$ cat config.mk
export PLATFORM = sky130hd
export DESIGN_NAME = phy_basic_mode_control_bits
export DESIGN_NICKNAME = d
export VERILOG_FILES = /design/src/hw/converter_loop.v /design/src/hw/phy_basic_mode_control_bits.v /design/src/hw/status_latch.v
export VERILOG_INCLUDE_DIRS = /design/src /design/src/include
export SDC_FILE = /design/constraint.sdc
export NUM_CORES = 1
export LEC_CHECK = 0
export BUFFER_PORTS_ARGS = -buffer_cell sky130_fd_sc_hd__buf_2
export CAP_MARGIN = 5
export CORE_UTILIZATION = 48
export CTS_CLUSTER_DIAMETER = 120
export DETAILED_ROUTE_END_ITERATION = 12
export GPL_TIMING_DRIVEN = 0
export HOLD_SLACK_MARGIN = 0.15
export PLACE_DENSITY = 0.73
export SYNTH_ARGS = -nofsm -noshare
export SYNTH_HDL_FRONTEND = slang
export SYNTH_SLANG_ARGS = --single-unit
$ cat constraint.sdc
create_clock -name ref_clk -period 2.14 [get_ports ref_clk]
set_input_delay 0.214 -clock ref_clk [delete_from_list [all_inputs] [get_ports ref_clk]]
set_output_delay 0.214 -clock ref_clk [all_outputs]
set_load 0.01 [all_outputs]
$ cat src/include/phy_bmc_consts.vh
// Constants for the basic mode control register bank.
// Assumes a single 200 MHz core clock and an asynchronous active-low reset.
//
// Overview of operation
// Latch-high status bit sets on its event, holds until read, then tracks.
// Latch-low status bit clears on its event, holds zero until read.
// Self-clearing bit sets by event or host write, clears when done.
// Permanent bits always read their fixed value; writes do nothing.
// Strap bits take reset value from their pin level during reset; the code samples the pins on the first edge after release.
// Writing one to bit 15 resets all registers to defaults.
// Bit 15 reads one for about 1.2 ms, then clears itself.
// Reset ends once autonegotiation started or forced mode entered.
// Bit 14 loops transmit data to receive path at converters.
// With autonegotiation off, bits 6 and 13 set the speed.
// Autonegotiation on ignores bits 6, 8, 13; off lets them rule.
// Speed code 00=10M, 01=100M, 10=1000M; 11 selects nothing.
`ifndef PHY_BMC_CONSTS_VH
`define PHY_BMC_CONSTS_VH

// ****************************************************************
// Register map
// ****************************************************************
`define ADDR_W          5
`define DATA_W          16
`define BMC_ADDR        5'h00
`define STAT_ADDR       5'h01

// ****************************************************************
// Basic mode control fields
// ****************************************************************
`define BMC_SRESET_BIT  15
`define BMC_LOOP_BIT    14
`define BMC_SPD_LO_BIT  13
`define BMC_ANEN_BIT    12
`define BMC_PDOWN_BIT   11
`define BMC_ISOL_BIT    10
`define BMC_RESTART_BIT 9
`define BMC_DUPLEX_BIT  8
`define BMC_COLTEST_BIT 7
`define BMC_SPD_HI_BIT  6

// ****************************************************************
// Status fields
// ****************************************************************
`define ST_ANDONE_BIT   5
`define ST_RFAULT_BIT   4
`define ST_LINK_BIT     2
`define ST_JABBER_BIT   1
`define ST_PERM_MASK    16'hff00
`define ST_PERM_VAL     16'h7900

// ****************************************************************
// Speed codes, high bit then low bit
// ****************************************************************
`define SPD_10          2'b00
`define SPD_100         2'b01
`define SPD_1000        2'b10
`define SPD_RSVD        2'b11

// ****************************************************************
// Converter path and timing
// ****************************************************************
`define CONV_W          8
`define CONV_IDLE       8'h00
`define CLK_PERIOD_NS   5
`define SRESET_TIME_NS  1200000
// 1.2 ms at 5 ns per cycle, sized to fit the counter
`define SRESET_CYCLES   18'd240000
`define SRESET_CNT_W    18

`endif

$ cat src/hw/converter_loop.v
// Loopback switch at the converter boundary.
// Assumes converter codes are synchronous to the core clock.
`timescale 1ns/100ps
`include "phy_bmc_consts.vh"
module converter_loop (
	input  wire               ref_clk,
	input  wire               arst_n,
	input  wire               loop_en,
	input  wire [`CONV_W-1:0] tx_code,
	input  wire [`CONV_W-1:0] adc_code,
	output reg  [`CONV_W-1:0] dac_code_reg,
	output reg  [`CONV_W-1:0] rx_code_reg
);
	always @(posedge ref_clk or negedge arst_n) begin
		if (!arst_n) begin
			dac_code_reg <= `CONV_IDLE;
			rx_code_reg  <= `CONV_IDLE;
		end else if (loop_en) begin
			// Line drivers see idle so nothing leaks onto the cable
			dac_code_reg <= `CONV_IDLE;
			rx_code_reg  <= tx_code;
		end else begin
			dac_code_reg <= tx_code;
			rx_code_reg  <= adc_code;
		end
	end
endmodule

$ cat src/hw/phy_basic_mode_control_bits.v
// Basic mode control register bank with status latches and soft reset.
// Assumes bus strobes are one cycle wide and synchronous to ref_clk;
// strap pins are already resolved by their pad pull resistors.
`timescale 1ns/100ps
`include "phy_bmc_consts.vh"
module phy_basic_mode_control_bits #(
	parameter [`SRESET_CNT_W-1:0] SRESET_CYCLES = `SRESET_CYCLES
) (
	input  wire               ref_clk,
	input  wire               arst_n,
	input  wire [`ADDR_W-1:0] addr,
	input  wire [`DATA_W-1:0] wdata,
	input  wire               wr_stb,
	input  wire               rd_stb,
	output reg  [`DATA_W-1:0] rdata_reg,
	input  wire               strap_autoneg_enable,
	input  wire               strap_speed_lo,
	input  wire               strap_speed_hi,
	input  wire               strap_full_duplex,
	input  wire               an_started,
	input  wire               forced_mode_entered,
	input  wire               an_complete,
	input  wire [1:0]         an_speed,
	input  wire               an_full_duplex,
	input  wire               link_up,
	input  wire               remote_fault,
	input  wire               jabber,
	input  wire [`CONV_W-1:0] tx_code,
	input  wire [`CONV_W-1:0] adc_code,
	output wire [`CONV_W-1:0] dac_code_reg,
	output wire [`CONV_W-1:0] rx_code_reg,
	output reg                core_reset_reg,
	output reg                loopback_reg,
	output reg  [1:0]         speed_sel_reg,
	output reg                full_duplex_reg,
	output reg                autoneg_enable_reg,
	output reg                restart_an_reg,
	output reg                power_down_reg,
	output reg                isolate_reg,
	output reg                collision_test_reg
);

	// ****************************************************************
	// State encoding
	// ****************************************************************
	localparam [2:0] ST_IDLE = 3'b001;
	localparam [2:0] ST_HOLD = 3'b010;
	localparam [2:0] ST_WAIT = 3'b100;

	// ****************************************************************
	// Helpers
	// ****************************************************************
	// Reserved code leaves the running speed untouched
	function [1:0] pick_speed;
		input [1:0] code;
		input [1:0] prev;
		begin
			if (code == `SPD_RSVD) begin
				pick_speed = prev;
			end else begin
				pick_speed = code;
			end
		end
	endfunction

	function hit_addr;
		input [`ADDR_W-1:0] a;
		input [`ADDR_W-1:0] target;
		begin
			hit_addr = (a == target);
		end
	endfunction

	// ****************************************************************
	// Declarations
	// ****************************************************************
	reg  [2:0]              state_reg;
	reg  [2:0]              state_next;
	reg  [`SRESET_CNT_W-1:0] cnt_reg;
	reg  [`SRESET_CNT_W-1:0] cnt_next;
	reg                     strap_done_reg;
	reg                     strap_an_reg;
	reg                     strap_spd_lo_reg;
	reg                     strap_spd_hi_reg;
	reg                     strap_dup_reg;
	reg                     speed_lo_reg;
	reg                     speed_hi_reg;
	reg                     duplex_bit_reg;
	reg                     an_bit_reg;
	wire                    bmc_wr;
	wire                    stat_rd;
	wire                    sreset_busy;
	wire                    defaults_load;
	wire                    link_bit;
	wire                    rfault_bit;
	wire                    jabber_bit;
	reg  [`DATA_W-1:0]      bmc_view;
	reg  [`DATA_W-1:0]      stat_view;
	reg  [`DATA_W-1:0]      rd_mux;

	assign bmc_wr  = wr_stb & hit_addr(addr, `BMC_ADDR);
	assign stat_rd = rd_stb & hit_addr(addr, `STAT_ADDR);
	assign sreset_busy = ~state_reg[0];
	// Defaults load from the starting write on, so bits written beside
	// bit 15 never reach the outputs
	assign defaults_load = state_reg[1] |
			(bmc_wr & wdata[`BMC_SRESET_BIT] & state_reg[0]);

	// ****************************************************************
	// Soft reset sequencer
	// ****************************************************************
	always @* begin
		state_next = state_reg;
		cnt_next   = cnt_reg;
		case (state_reg)
			ST_IDLE: begin
				if (bmc_wr && wdata[`BMC_SRESET_BIT]) begin
					state_next = ST_HOLD;
					cnt_next   = SRESET_CYCLES - 1'b1;
				end
			end
			ST_HOLD: begin
				if (cnt_reg == {`SRESET_CNT_W{1'b0}}) begin
					state_next = ST_WAIT;
				end else begin
					cnt_next = cnt_reg - 1'b1;
				end
			end
			ST_WAIT: begin
				// Core has restarted in its configured mode
				if (an_started || forced_mode_entered) begin
					state_next = ST_IDLE;
				end
			end
			default: begin
				state_next = ST_IDLE;
				cnt_next   = {`SRESET_CNT_W{1'b0}};
			end
		endcase
	end

	always @(posedge ref_clk or negedge arst_n) begin
		if (!arst_n) begin
			state_reg      <= ST_IDLE;
			cnt_reg        <= {`SRESET_CNT_W{1'b0}};
			core_reset_reg <= 1'b0;
		end else begin
			state_reg      <= state_next;
			cnt_reg        <= cnt_next;
			core_reset_reg <= state_next[1];
		end
	end

	// ****************************************************************
	// Strap capture
	// ****************************************************************
	// Pins are caught on the first edge after release, never under
	// the asynchronous reset itself
	always @(posedge ref_clk or negedge arst_n) begin
		if (!arst_n) begin
			strap_done_reg   <= 1'b0;
			strap_an_reg     <= 1'b0;
			strap_spd_lo_reg <= 1'b0;
			strap_spd_hi_reg <= 1'b0;
			strap_dup_reg    <= 1'b0;
		end else if (!strap_done_reg) begin
			strap_done_reg   <= 1'b1;
			strap_an_reg     <= strap_autoneg_enable;
			strap_spd_lo_reg <= strap_speed_lo;
			strap_spd_hi_reg <= strap_speed_hi;
			strap_dup_reg    <= strap_full_duplex;
		end
	end

	// ****************************************************************
	// Control fields
	// ****************************************************************
	// Writes during a soft reset are dropped; the host must poll bit 15
	always @(posedge ref_clk or negedge arst_n) begin
		if (!arst_n) begin
			loopback_reg       <= 1'b0;
			speed_lo_reg       <= 1'b0;
			speed_hi_reg       <= 1'b0;
			an_bit_reg         <= 1'b0;
			duplex_bit_reg     <= 1'b0;
			power_down_reg     <= 1'b0;
			isolate_reg        <= 1'b0;
			collision_test_reg <= 1'b0;
		end else if (!strap_done_reg) begin
			loopback_reg       <= 1'b0;
			speed_lo_reg       <= strap_speed_lo;
			speed_hi_reg       <= strap_speed_hi;
			an_bit_reg         <= strap_autoneg_enable;
			duplex_bit_reg     <= strap_full_duplex;
			power_down_reg     <= 1'b0;
			isolate_reg        <= 1'b0;
			collision_test_reg <= 1'b0;
		end else if (defaults_load) begin
			loopback_reg       <= 1'b0;
			speed_lo_reg       <= strap_spd_lo_reg;
			speed_hi_reg       <= strap_spd_hi_reg;
			an_bit_reg         <= strap_an_reg;
			duplex_bit_reg     <= strap_dup_reg;
			power_down_reg     <= 1'b0;
			isolate_reg        <= 1'b0;
			collision_test_reg <= 1'b0;
		end else if (bmc_wr && !sreset_busy) begin
			loopback_reg       <= wdata[`BMC_LOOP_BIT];
			speed_lo_reg       <= wdata[`BMC_SPD_LO_BIT];
			speed_hi_reg       <= wdata[`BMC_SPD_HI_BIT];
			an_bit_reg         <= wdata[`BMC_ANEN_BIT];
			duplex_bit_reg     <= wdata[`BMC_DUPLEX_BIT];
			power_down_reg     <= wdata[`BMC_PDOWN_BIT];
			isolate_reg        <= wdata[`BMC_ISOL_BIT];
			collision_test_reg <= wdata[`BMC_COLTEST_BIT];
		end
	end

	// ****************************************************************
	// Autonegotiation restart
	// ****************************************************************
	// Start of negotiation in the same cycle as a host write keeps the
	// bit set, so the request is not lost
	always @(posedge ref_clk or negedge arst_n) begin
		if (!arst_n) begin
			restart_an_reg <= 1'b0;
		end else if (!strap_done_reg || defaults_load) begin
			restart_an_reg <= 1'b0;
		end else if (bmc_wr && !sreset_busy &&
				wdata[`BMC_RESTART_BIT]) begin
			restart_an_reg <= 1'b1;
		end else if (an_started) begin
			restart_an_reg <= 1'b0;
		end
	end

	// ****************************************************************
	// Operating mode
	// ****************************************************************
	always @(posedge ref_clk or negedge arst_n) begin
		if (!arst_n) begin
			speed_sel_reg      <= `SPD_10;
			full_duplex_reg    <= 1'b0;
			autoneg_enable_reg <= 1'b0;
		end else begin
			autoneg_enable_reg <= an_bit_reg;
			if (an_bit_reg) begin
				// Negotiated result wins over bits 6, 8 and 13
				speed_sel_reg   <= pick_speed(an_speed,
						speed_sel_reg);
				full_duplex_reg <= an_full_duplex;
			end else begin
				speed_sel_reg   <= pick_speed({speed_hi_reg,
						speed_lo_reg}, speed_sel_reg);
				full_duplex_reg <= duplex_bit_reg;
			end
		end
	end

	// ****************************************************************
	// Status latches
	// ****************************************************************
	status_latch #(
		.ACTIVE (1'b0)
	) u_link_latch (
		.ref_clk     (ref_clk),
		.arst_n      (arst_n),
		.clr         (defaults_load),
		.level       (link_up),
		.rd_ack      (stat_rd),
		.bit_val_reg (link_bit)
	);

	status_latch #(
		.ACTIVE (1'b1)
	) u_rfault_latch (
		.ref_clk     (ref_clk),
		.arst_n      (arst_n),
		.clr         (defaults_load),
		.level       (remote_fault),
		.rd_ack      (stat_rd),
		.bit_val_reg (rfault_bit)
	);

	status_latch #(
		.ACTIVE (1'b1)
	) u_jabber_latch (
		.ref_clk     (ref_clk),
		.arst_n      (arst_n),
		.clr         (defaults_load),
		.level       (jabber),
		.rd_ack      (stat_rd),
		.bit_val_reg (jabber_bit)
	);

	// ****************************************************************
	// Converter loopback
	// ****************************************************************
	converter_loop u_conv_loop (
		.ref_clk      (ref_clk),
		.arst_n       (arst_n),
		.loop_en      (loopback_reg),
		.tx_code      (tx_code),
		.adc_code     (adc_code),
		.dac_code_reg (dac_code_reg),
		.rx_code_reg  (rx_code_reg)
	);

	// ****************************************************************
	// Read path
	// ****************************************************************
	always @* begin
		bmc_view = {`DATA_W{1'b0}};
		bmc_view[`BMC_SRESET_BIT]  = sreset_busy;
		bmc_view[`BMC_LOOP_BIT]    = loopback_reg;
		bmc_view[`BMC_SPD_LO_BIT]  = speed_lo_reg;
		bmc_view[`BMC_ANEN_BIT]    = an_bit_reg;
		bmc_view[`BMC_PDOWN_BIT]   = power_down_reg;
		bmc_view[`BMC_ISOL_BIT]    = isolate_reg;
		bmc_view[`BMC_RESTART_BIT] = restart_an_reg;
		bmc_view[`BMC_DUPLEX_BIT]  = duplex_bit_reg;
		bmc_view[`BMC_COLTEST_BIT] = collision_test_reg;
		bmc_view[`BMC_SPD_HI_BIT]  = speed_hi_reg;
	end

	always @* begin
		// Fixed ability bits ignore every write
		stat_view = `ST_PERM_VAL & `ST_PERM_MASK;
		stat_view[`ST_ANDONE_BIT] = an_complete;
		stat_view[`ST_RFAULT_BIT] = rfault_bit;
		stat_view[`ST_LINK_BIT]   = link_bit;
		stat_view[`ST_JABBER_BIT] = jabber_bit;
	end

	always @* begin
		case (addr)
			`BMC_ADDR: begin
				rd_mux = bmc_view;
			end
			`STAT_ADDR: begin
				rd_mux = stat_view;
			end
			default: begin
				rd_mux = {`DATA_W{1'b0}};
			end
		endcase
	end

	always @(posedge ref_clk or negedge arst_n) begin
		if (!arst_n) begin
			rdata_reg <= {`DATA_W{1'b0}};
		end else if (rd_stb) begin
			rdata_reg <= rd_mux;
		end else begin
			rdata_reg <= {`DATA_W{1'b0}};
		end
	end

endmodule

$ cat src/hw/status_latch.v
// Status bit that latches its active level until software reads it.
// Assumes the read acknowledge is a one-cycle pulse on the read strobe.
`timescale 1ns/100ps
module status_latch #(
	parameter ACTIVE = 1'b1
) (
	input  wire ref_clk,
	input  wire arst_n,
	input  wire clr,
	input  wire level,
	input  wire rd_ack,
	output reg  bit_val_reg
);
	reg  held_reg;
	wire hit;
	wire held_next;

	assign hit = (level == ACTIVE);
	// Event in the read cycle survives the clear
	assign held_next = hit | (held_reg & ~rd_ack);

	always @(posedge ref_clk or negedge arst_n) begin
		if (!arst_n) begin
			held_reg    <= 1'b0;
			bit_val_reg <= ~ACTIVE;
		end else if (clr) begin
			held_reg    <= 1'b0;
			bit_val_reg <= ~ACTIVE;
		end else begin
			held_reg    <= held_next;
			bit_val_reg <= held_next ? ACTIVE : level;
		end
	end
endmodule

# --- After elaboration in Yosys (flattened, before gate mapping) ---
# Cells that the tools add are included.
word_totals:
  register_bits: 77
  latch_bits: 0
  ram_bits: 0
  romBits: 0
  memories: 0
op_classes:
  add_sub_neg: 1
  n_mul: 0
  n_div: 0
  order_cmp: 0
  eq_ne: 13
  shift: 0
  mux: 51
  n_bitwise: 15
  reduce_logical: 12
op_table:
  columns: ["cell", "n"]
  rows:
  - ["18-bit case mux with 3 select lines", 1]
  - ["1-bit two-way mux", 37]
  - ["18-bit two-way mux", 2]
  - ["16-bit case mux with 2 select lines", 1]
  - ["18-bit zero test", 1]
  - ["18-bit by 1-bit subtractor with 18-bit output (second input constant)", 1]
  - ["16-bit two-way mux", 1]
  - ["8-bit two-way mux", 2]
  - ["2-bit != test (second input constant)", 6]
  - ["3-bit two-way mux", 3]
  - ["3-bit case mux with 3 select lines", 1]
  - ["1-bit bitwise AND", 7]
  - ["2-bit two-way mux", 3]
  - ["3-bit AND reduction", 2]
  - ["5-bit by 1-bit equality test with 1-bit output (second input constant)", 1]
  - ["5-bit zero test", 1]
  - ["2-bit equality test (second input constant)", 2]
  - ["1-bit NOT", 4]
  - ["1-bit OR", 4]
  - ["3-bit by 1-bit equality test with 1-bit output (second input constant)", 1]
  - ["3-bit by 2-bit equality test with 1-bit output (second input constant)", 1]
  - ["3-bit equality test (second input constant)", 1]
  - ["1-bit logical AND", 3]
  - ["3-bit by 1-bit != test with 1-bit output (second input constant)", 1]
  - ["other kinds (4)", 5]

# --- Longest topological paths before layout ---
# Gate-level depths: netlist of the first run.
depth:
  ltp_word: 7
  depth_mapped: 8

# --- Cells and area by module ---
# A second synthesis of the first run with hierarchy kept.
hier_totals:
  cells_unflattened: 329
  area_unflattened_um2: 3487.1
by_module_without_submodules:
  columns: ["mod", "n_inst", "cells_each", "area_each_um2"]
  rows:
  - ["phy_basic_mode_control_bits", 1, 282, 2727.6]
  - ["converter_loop", 1, 34, 594.3]
  - ["status_latch (u_jabber_latch ...)", 2, 4, 43.8]
  - ["status_latch (u_link_latch)", 1, 5, 77.6]

# --- Worst setup path before layout of the first run ---
# OpenSTA, ideal clock, no wires.
synth_timing:
  path_type: "reg-to-reg"
  startpoint: "reg cnt_reg[0]"
  endpoint: "reg cnt_reg[13]"
  setup_time_ns: 0.124
  t_arrival_ns: 1.666
  slack_ns: 0.350
  stages_incl_launch_ff: 8
  synth_period_minus_slack_ns: 1.790
  path_cell_list: "dfrtp_1 > inv_1 > ha_1 > nor3b_2 > nand4_1 > o21bai_4 > nor2_1 > a211o_1"
synth_via:
  elab_chain_cells: 3
  elab_cells_between_ends: 6
  cone_classes: "1 x add/sub; 1 x eq/ne; 2 x mux; 2 x reduce/logical"
synth_rtl:
  columns: ["element", "line", "source"]
  rows:
  - ["start: declaration", "phy_basic_mode_control_bits.v:79", "reg [`SRESET_CNT_W-1:0] cnt_reg;"]
  - ["start signal: assignment", "phy_basic_mode_control_bits.v:145", "cnt_reg <= {`SRESET_CNT_W{1'b0}};"]
  - ["start signal: assignment", "phy_basic_mode_control_bits.v:149", "cnt_reg <= cnt_next;"]
  - ["18-bit by 1-bit subtractor with 18-bit output / 18-bit zero test (equally long branches)", "phy_basic_mode_control_bits.v:126, phy_basic_mode_control_bits.v:123", null]
  - ["18-bit two-way mux / 2-bit != test (equally long branches)", null, null]
  - ["18-bit case mux with 3 select lines / 3-bit AND reduction (equally long branches)", null, null]
# Parallel ways exist; a longest one is shown, timed or not. The select of a mux whose other input is x is not followed.
# A chain may end at the register's enable or synchronous reset.

# --- Final worst setup path of the first run ---
# Same ends and word-level chain as after synthesis.

==> summary.txt, run 1 <==
Status
  – Status: completed

GRT
  – Largest net degree at the start of global routing: 74
  – Grt ovf: 0
  – Initial antenna violation count: 0
  – Vias in the first global route: 2,942
  – All-layer global routing usage: between 20% and 30%
  – First-pass GRT wire length: around 14 mm

Detailed routing
  – Via density: about 5.5
  – Antenna Violating Nets Remaining: 0
  – Total wire length: just under 9 mm
  – Residual DRC: 0
  – DR iter-0 viols: about 150
  – Vias: between 3,000 and 4,000
  – Wire length per cell: 16.0 um
  – Initial DRT Pass Iterations: 5

Cells and area
  – Max FFs per register: 18
  – Area delta synth->final: 37.0%
  – # diodes: 0
  – Final #Nets: around 520
  – Post-Layout Cell Count: approximately 550
  – Commonest non-fill, non-tap cells in the layout: buf_2 (91), dfrtp_1 (71), dlygate4sd3_1 (42)
  – Share of cells above drive strength 1: about 30%
  – Commonest non-fill, non-tap cell in the layout: buf_2

Floorplanning
  – DIE HEIGHT: around 85 um
  – Number of I/O pins: between 90 and 100
  – Initial core utilization: approximately 51%
  – Die area: between 7000 and 8000 um^2
  – Num rows: 29
  – Core box area: around 6500 um^2
  – Die width: ~85 um

Critical path
  – Register-to-register setup slack: roughly 120 ps
  – CP cell instances: inv_1 -> ha_1 -> nor3b_4 -> nand4_1 -> o21bai_4 -> nor2_1 -> a211o_1
  – R2R Path End: cnt_reg[13]$_DFFE_PN0P_
  – CP max stage delay: 400 ps
  – Crit. End Element: flip-flop
  – CP bufs+invs: 1
  – Crit path max fanout: 6
  – R2R depth: 7
  – Req. time, crit path: 2380 ps
  – Reg-to-Reg Start: cnt_reg[0]$_DFFE_PN0P_
  – Arrival time of the worst setup path: 2260 ps
  – Setup crit start kind: flip-flop
  – Worst path depth: 7
  – Slowest CP cell: dfrtp_1
  – Family with the most delay on the worst path: simple AND/OR/NAND/NOR gates
  – Crit Path Category: flip-flop to flip-flop

Hold path
  – Worst hold path type: input port to flip-flop
  – Worst hold start: wdata[11]
  – Hold path cells: 3
  – Hold path endpoint: power_down_reg$_DFFE_PN0P_

Clock network
  – CTS tree: done
  – Root Buffer: clkbuf_8
  – Clock Path Buffers: 2
  – Clk sinks: 73
  – H-tree depth: 3
  – CTS buffer count: 9
  – Skew-Pair Late Insertion Delay: ~350 ps
  – Worst-path clk slew: approximately 80 ps

Placement
  – RD Place Congestion: 0.871
  – Post-placement cell count: a little under 500
  – Dpl ws: 46.2 ps
  – Dpl hpwl: around 5.2 mm
  – Port Buffers: 87

Timing
  – Final Cycle Share: between 90% and 100%
  – Slew @ Worst Pin: roughly 900 ps
  – Fmax: 0.494 GHz
  – Count of final setup violators: 0
  – Hold Fails Final Rpt: 0
  – Skew final: 10.8 ps
  – Relative slew margins: about two fifths
  – RSZ-0062 raised after global routing: true
  – Final Max Tran Viols: 0
  – Final WS setup: ~120 ps
  – Tmin final: slightly above 2000 ps

Power and ir drop
  – Maximum vdd drop: about 0.38 mV
  – Total power: ~3500 uW
  – Pwr dens: around 770 nW/um^2
  – Static Leak: around 0.0022 uW

Yosys
  – Synth unique cells: just over 50
  – Ys flop type: dfrtp_1
  – Warnings, synthesis: 0
  – Post-synth EDFFs: 0
  – Post-synthesis register bit count: between 70 and 80
  – Cell Area, Synth: around 3300 um^2
  – Asr flop ratio synth: between 90% and 100%
  – Synth Instances: around 320
  – Syn avg cell area: slightly above 10 um^2
  – Sequential share of the synthesized area: a little under three fifths

Job
  – Max-Cap Viols: 0
-- through the flow --
step           TNS [ps]  utilization, %  hold slack [ps]  area, um^2
6_report              0            69.8              165        4540
5_1_grt           -5.70            69.8              157        4540
4_1_cts               0            69.4              155        4510
3_5_place_dp          0            59.3              399        3850
3_3_place_gp          0            59.2              415        3850
2_1_floorplan         0               -            -81.6        3310
-- repair_timing --
item	CTS	global route
endpoints found under the hold margin	105	0
hold buffers	42	0
resized for setup	0	1
endpoints found under the setup margin	0	11
buffers inserted	0	1
-- Yosys cell counts (all sizes together) (4+ instances only) --
library cell	number	area, um^2
o211ai	7	52.6
dfrtp	71	1780
nand3b	4	30.0
a21oi	23	115
a31oi	8	50.1
mux2	9	101
nand2	25	93.8
buf	9	62.6
a22oi	4	30.0
o21ai	29	145
nor2	32	123
nor3	13	97.6
clkbuf	7	26.3
nor2b	11	76.3
nor3b	4	35.0
nand2b	5	31.3
and2	4	25.0
nand3	8	45.0
inv	10	37.5
and3	5	31.3
-- cell families after synthesis --
kind of cell | share of synthesized area [%]
xor gates and xnor gates | 0.265
DFF | 55.3
and+or+nand+nor | 22.1
AOI/OAI and AO/OA | 14.9
other | 0.227
buffers and inverters | 3.82
muxes | 3.06
adders and majority gates | 0.378
-- worst min-delay path, stage by stage --
cell and delay [ps]:
buf_2 100, nand3b_1 80, a21oi_1 70
-- final cells by class --
type                       instances  area, um^2
timing repair buffer             130         878
clock inverter                     6         113
multi-input combinational        223        1370
buffer                            16        88.8
tap                               77        96.3
sequential                        73        1830
inverter                          10        37.5
clock buffer                      10         128
fill                             474        1960
-- power breakdown --
group	internal, uW	switching, uW	total [uW]
combinational	250	301	551
sequential	1500	110	1610
clock	782	542	1320
total	2530	952	3480
-- worst max-delay path by stage --
stage                                       from                      end  slack, ps
final                     cnt_reg[0]$_DFFE_PN0P_  cnt_reg[13]$_DFFE_PN0P_        120
after global routing      cnt_reg[0]$_DFFE_PN0P_  cnt_reg[14]$_DFFE_PN0P_         -6
after CTS                 cnt_reg[0]$_DFFE_PN0P_  cnt_reg[13]$_DFFE_PN0P_         20
after detailed placement  cnt_reg[0]$_DFFE_PN0P_  cnt_reg[13]$_DFFE_PN0P_         50
after global placement    cnt_reg[0]$_DFFE_PN0P_  cnt_reg[13]$_DFFE_PN0P_         90
after floorplan           cnt_reg[0]$_DFFE_PN0P_  cnt_reg[13]$_DFFE_PN0P_        350
-- layer usage --
| layer | vias up | global-route usage (%) | part of all wire, % |
|---|---|---|---|
| met5 | - | 0 | 0 |
| met4 | 0 | 7.40 | 1.5 |
| met3 | 15 | 6.91 | 6.3 |
| met2 | 118 | 43.0 | 49 |
| met1 | 1463 | 32.2 | 43 |
| li1 | 1416 | - | - |
(Power assumes the default switching activity.)
==> run 2, diff against run 1 <==
CORE_UTILIZATION = 47   (was 48)
PLACE_DENSITY = 0.74   (was 0.73)
clock period = 1.8 ns   (was 2.14 ns; I/O delays follow)
==> run 2 against run 1 <==
The run now ends with setup timing left; combinational power rose by 52%; clock skew fell by 5.5 ps; worst setup slack got worse by 210 ps; non-clock buffer count rose by 10; first-iteration DRC count fell by 10%; core utilization fell by 0.96 points; final area rose by 3.2%; wire length fell by 1.6%; critical path type unchanged.
==> summary.txt, run 2 (synthesis results as in run 1) <==
Timing
  – Fmax: 0.527 GHz (+6.7%)
  – Total Neg Setup Slack: -426 ps (-426 ps)
  – Slew @ Worst Pin: 906 ps (+7.70 ps)
  – Final Cycle Share: 105% (+11 points)
  – Tmin final: 1900 ps (-128 ps)
  – Relative slew margins: 39.6% (-0.51 points)
  – Skew final: 5.33 ps (-5.47 ps)
  – Final WS setup: -95.8 ps (-212 ps)
  – RSZ-0062 raised after global routing: true
  – Count of final setup violators: 11 (+11)
  – Final Max Tran Viols: 0 (unchanged)
  – Hold Fails Final Rpt: 0 (unchanged)

Power and ir drop
  – Part of the power in registers: 48.6% (+2.4 points)
  – Sw Ratio: 29.1% (+1.8 points)
  – NetSw: 1160 uW (+22%)
  – Maximum vdd drop: 0.463 mV (+21%)
  – Internal: 2830 uW (+12%)
  – Comb pwr share: 21.0% (+5.2 points)
  – Clock Power Share: 30.4% (-7.6 points)
  – Pwr dens: 853 nW/um^2 (+11%)
  – Static Leak: 0.00221 uW (+2.2%)

GRT
  – Grt ovf: 0 (unchanged)
  – All-layer global routing usage: 23.5% (-2.0 points)
  – Vias in the first global route: 2,860 (-2.8%)
  – Initial antenna violation count: 0 (unchanged)
  – Largest net degree at the start of global routing: 74 (unchanged)
  – First-pass GRT wire length: 13.4 mm (-5.5%)

Clock network
  – CTS tree: done
  – H-tree depth: 3 (unchanged)
  – Clock Path Buffers: 2 (unchanged)
  – Skew-Pair Late Insertion Delay: 340 ps (about the same)
  – Root Buffer: clkbuf_8
  – Worst-path clk slew: 70 ps (about the same)
  – CTS buffer count: 9 (unchanged)
  – Clk sinks: 73 (unchanged)

Critical path
  – R2R depth: 5 (-2)
  – Crit path max fanout: 6 (unchanged)
  – Arrival time of the worst setup path: 2110 ps (-150 ps)
  – Crit Path Category: flip-flop to flip-flop
  – Req. time, crit path: 2010 ps (-370 ps)
  – Crit. End Element: flip-flop
  – Setup crit start kind: flip-flop

Cells and area
  – # diodes: 0 (unchanged)
  – Final #Nets: 528 (+1.9%)
  – Share of cells above drive strength 1: 36.0% (+6.5 points)
  – Fin util: 68.9% (-0.96 points)
  – Max FFs per register: 18 (unchanged)
  – Commonest non-fill, non-tap cell in the layout: buf_2
  – Commonest non-fill, non-tap cells in the layout: buf_2 (91), dfrtp_1 (70), dlygate4sd3_1 (38)
  – Area delta synth->final: 41.3%
  – Post-Layout Cell Count: 574 (+5.3%)
  – Final Cell Area: 4680 um^2 (+3.2%)

Detailed routing
  – DR iter-0 viols: 137 (-10%)
  – Wire length per cell: 15.0 um (-6.6%)
  – Residual DRC: 0 (unchanged)
  – Antenna Violating Nets Remaining: 0 (unchanged)
  – Vias: 3,017 (+0.17%)
  – Initial DRT Pass Iterations: 4 (-1)
  – Via density: 5.26 (-4.9%)
  – Total wire length: 8.60 mm (-1.6%)

Floorplanning
  – Number of I/O pins: 96 (unchanged)
  – Die area: 7380 um^2 (+2.1%)
  – Die width: 85.9 um (+1.0%)
  – Initial core utilization: 48.7% (-2.2 points)
  – DIE HEIGHT: 85.9 um (+1.0%)
  – Core box area: 6790 um^2 (+4.6%)
  – Num rows: 30 (+3.4%)

Status
  – Status: finished, violations left
  – Failing checks: setup timing

Hold path
  – Worst hold path type: input port to flip-flop
  – Hold path cells: 2 (-1)

Placement
  – RD Place Congestion: 0.869 (-0.20%)
  – Cell Area, Placed: 3870 um^2 (+0.62%)
  – Dpl hpwl: 5.05 mm (-2.8%)
  – Port Buffers: 87 (unchanged)
  – Post-placement cell count: 505 (+3.9%)

Job
  – Max-Cap Viols: 0 (unchanged)
==> run 2: layer usage <==
layer	GRT usage, %	part of all wire (%)
met2	39.8	50
met1	29.1	43
met4	8.79	1.5
met5	0	0
met3	5.58	5.3
==> run 2: final timing paths <==
check	start	end	slack, ps
min reg2reg	strap_an_reg$_DFFE_PN0N_	strap_an_reg$_DFFE_PN0N_	470
max reg2reg	cnt_reg[2]$_DFFE_PN0P_	cnt_reg[15]$_DFFE_PN0P_	-100
max in group asynchronous	arst_n	cnt_reg[2]$_DFFE_PN0P_	620
max	cnt_reg[2]$_DFFE_PN0P_	cnt_reg[15]$_DFFE_PN0P_	-100
min	addr[0]	rdata_reg[1]$_DFF_PN0_	170
min in group asynchronous	arst_n	rdata_reg[12]$_DFF_PN0_	510
==> run 2: timing repair <==
item	CTS	global route
gates cloned	0	1
gates resized for setup	14	31
hold endpoints to repair	108	0
pin swaps	8	12
buffers inserted	10	5
hold buffers	38	0
setup endpoints to repair	19	19
==> run 2: metrics by stage <==
stage                     hold slack, ps  setup slack (ps)  power (uW)
after global placement               367              -240        2480
after detailed placement             368              -303        2510
after CTS                            150             -4.57        3870
after global routing                 156              -158        4170
after floorplan                     -116              10.4        2290
final                                165             -95.8        3990
==> run 2: power by group through the flow <==
stage          Sequential [uW]  Clock [uW]  Combinational [uW]
2_1_floorplan             1930           0                 358
3_3_place_gp              1930           0                 553
3_5_place_dp              1930           0                 571
4_1_cts                   1910        1230                 722
5_1_grt                   1960        1290                 917
6_report                  1940        1210                 838
==> run 2: critical path, cell delays in order, from the launching register on <==
cell and delay [ps]:
dfrtp_2 420, or4_4 520, buf_6 160, nor3_4 240, nor4b_2 300, o22ai_2 130
==> run 2: final cells by class <==
cell class / count / area [um^2]
fill: 486 / 2110
sequential: 73 / 1830
multi-input combinational: 223 / 1470
timing repair buffer: 141 / 955
clock buffer: 12 / 135
tap: 96 / 120
buffer: 15 / 86.3
clock inverter: 4 / 45.0
inverter: 10 / 37.5
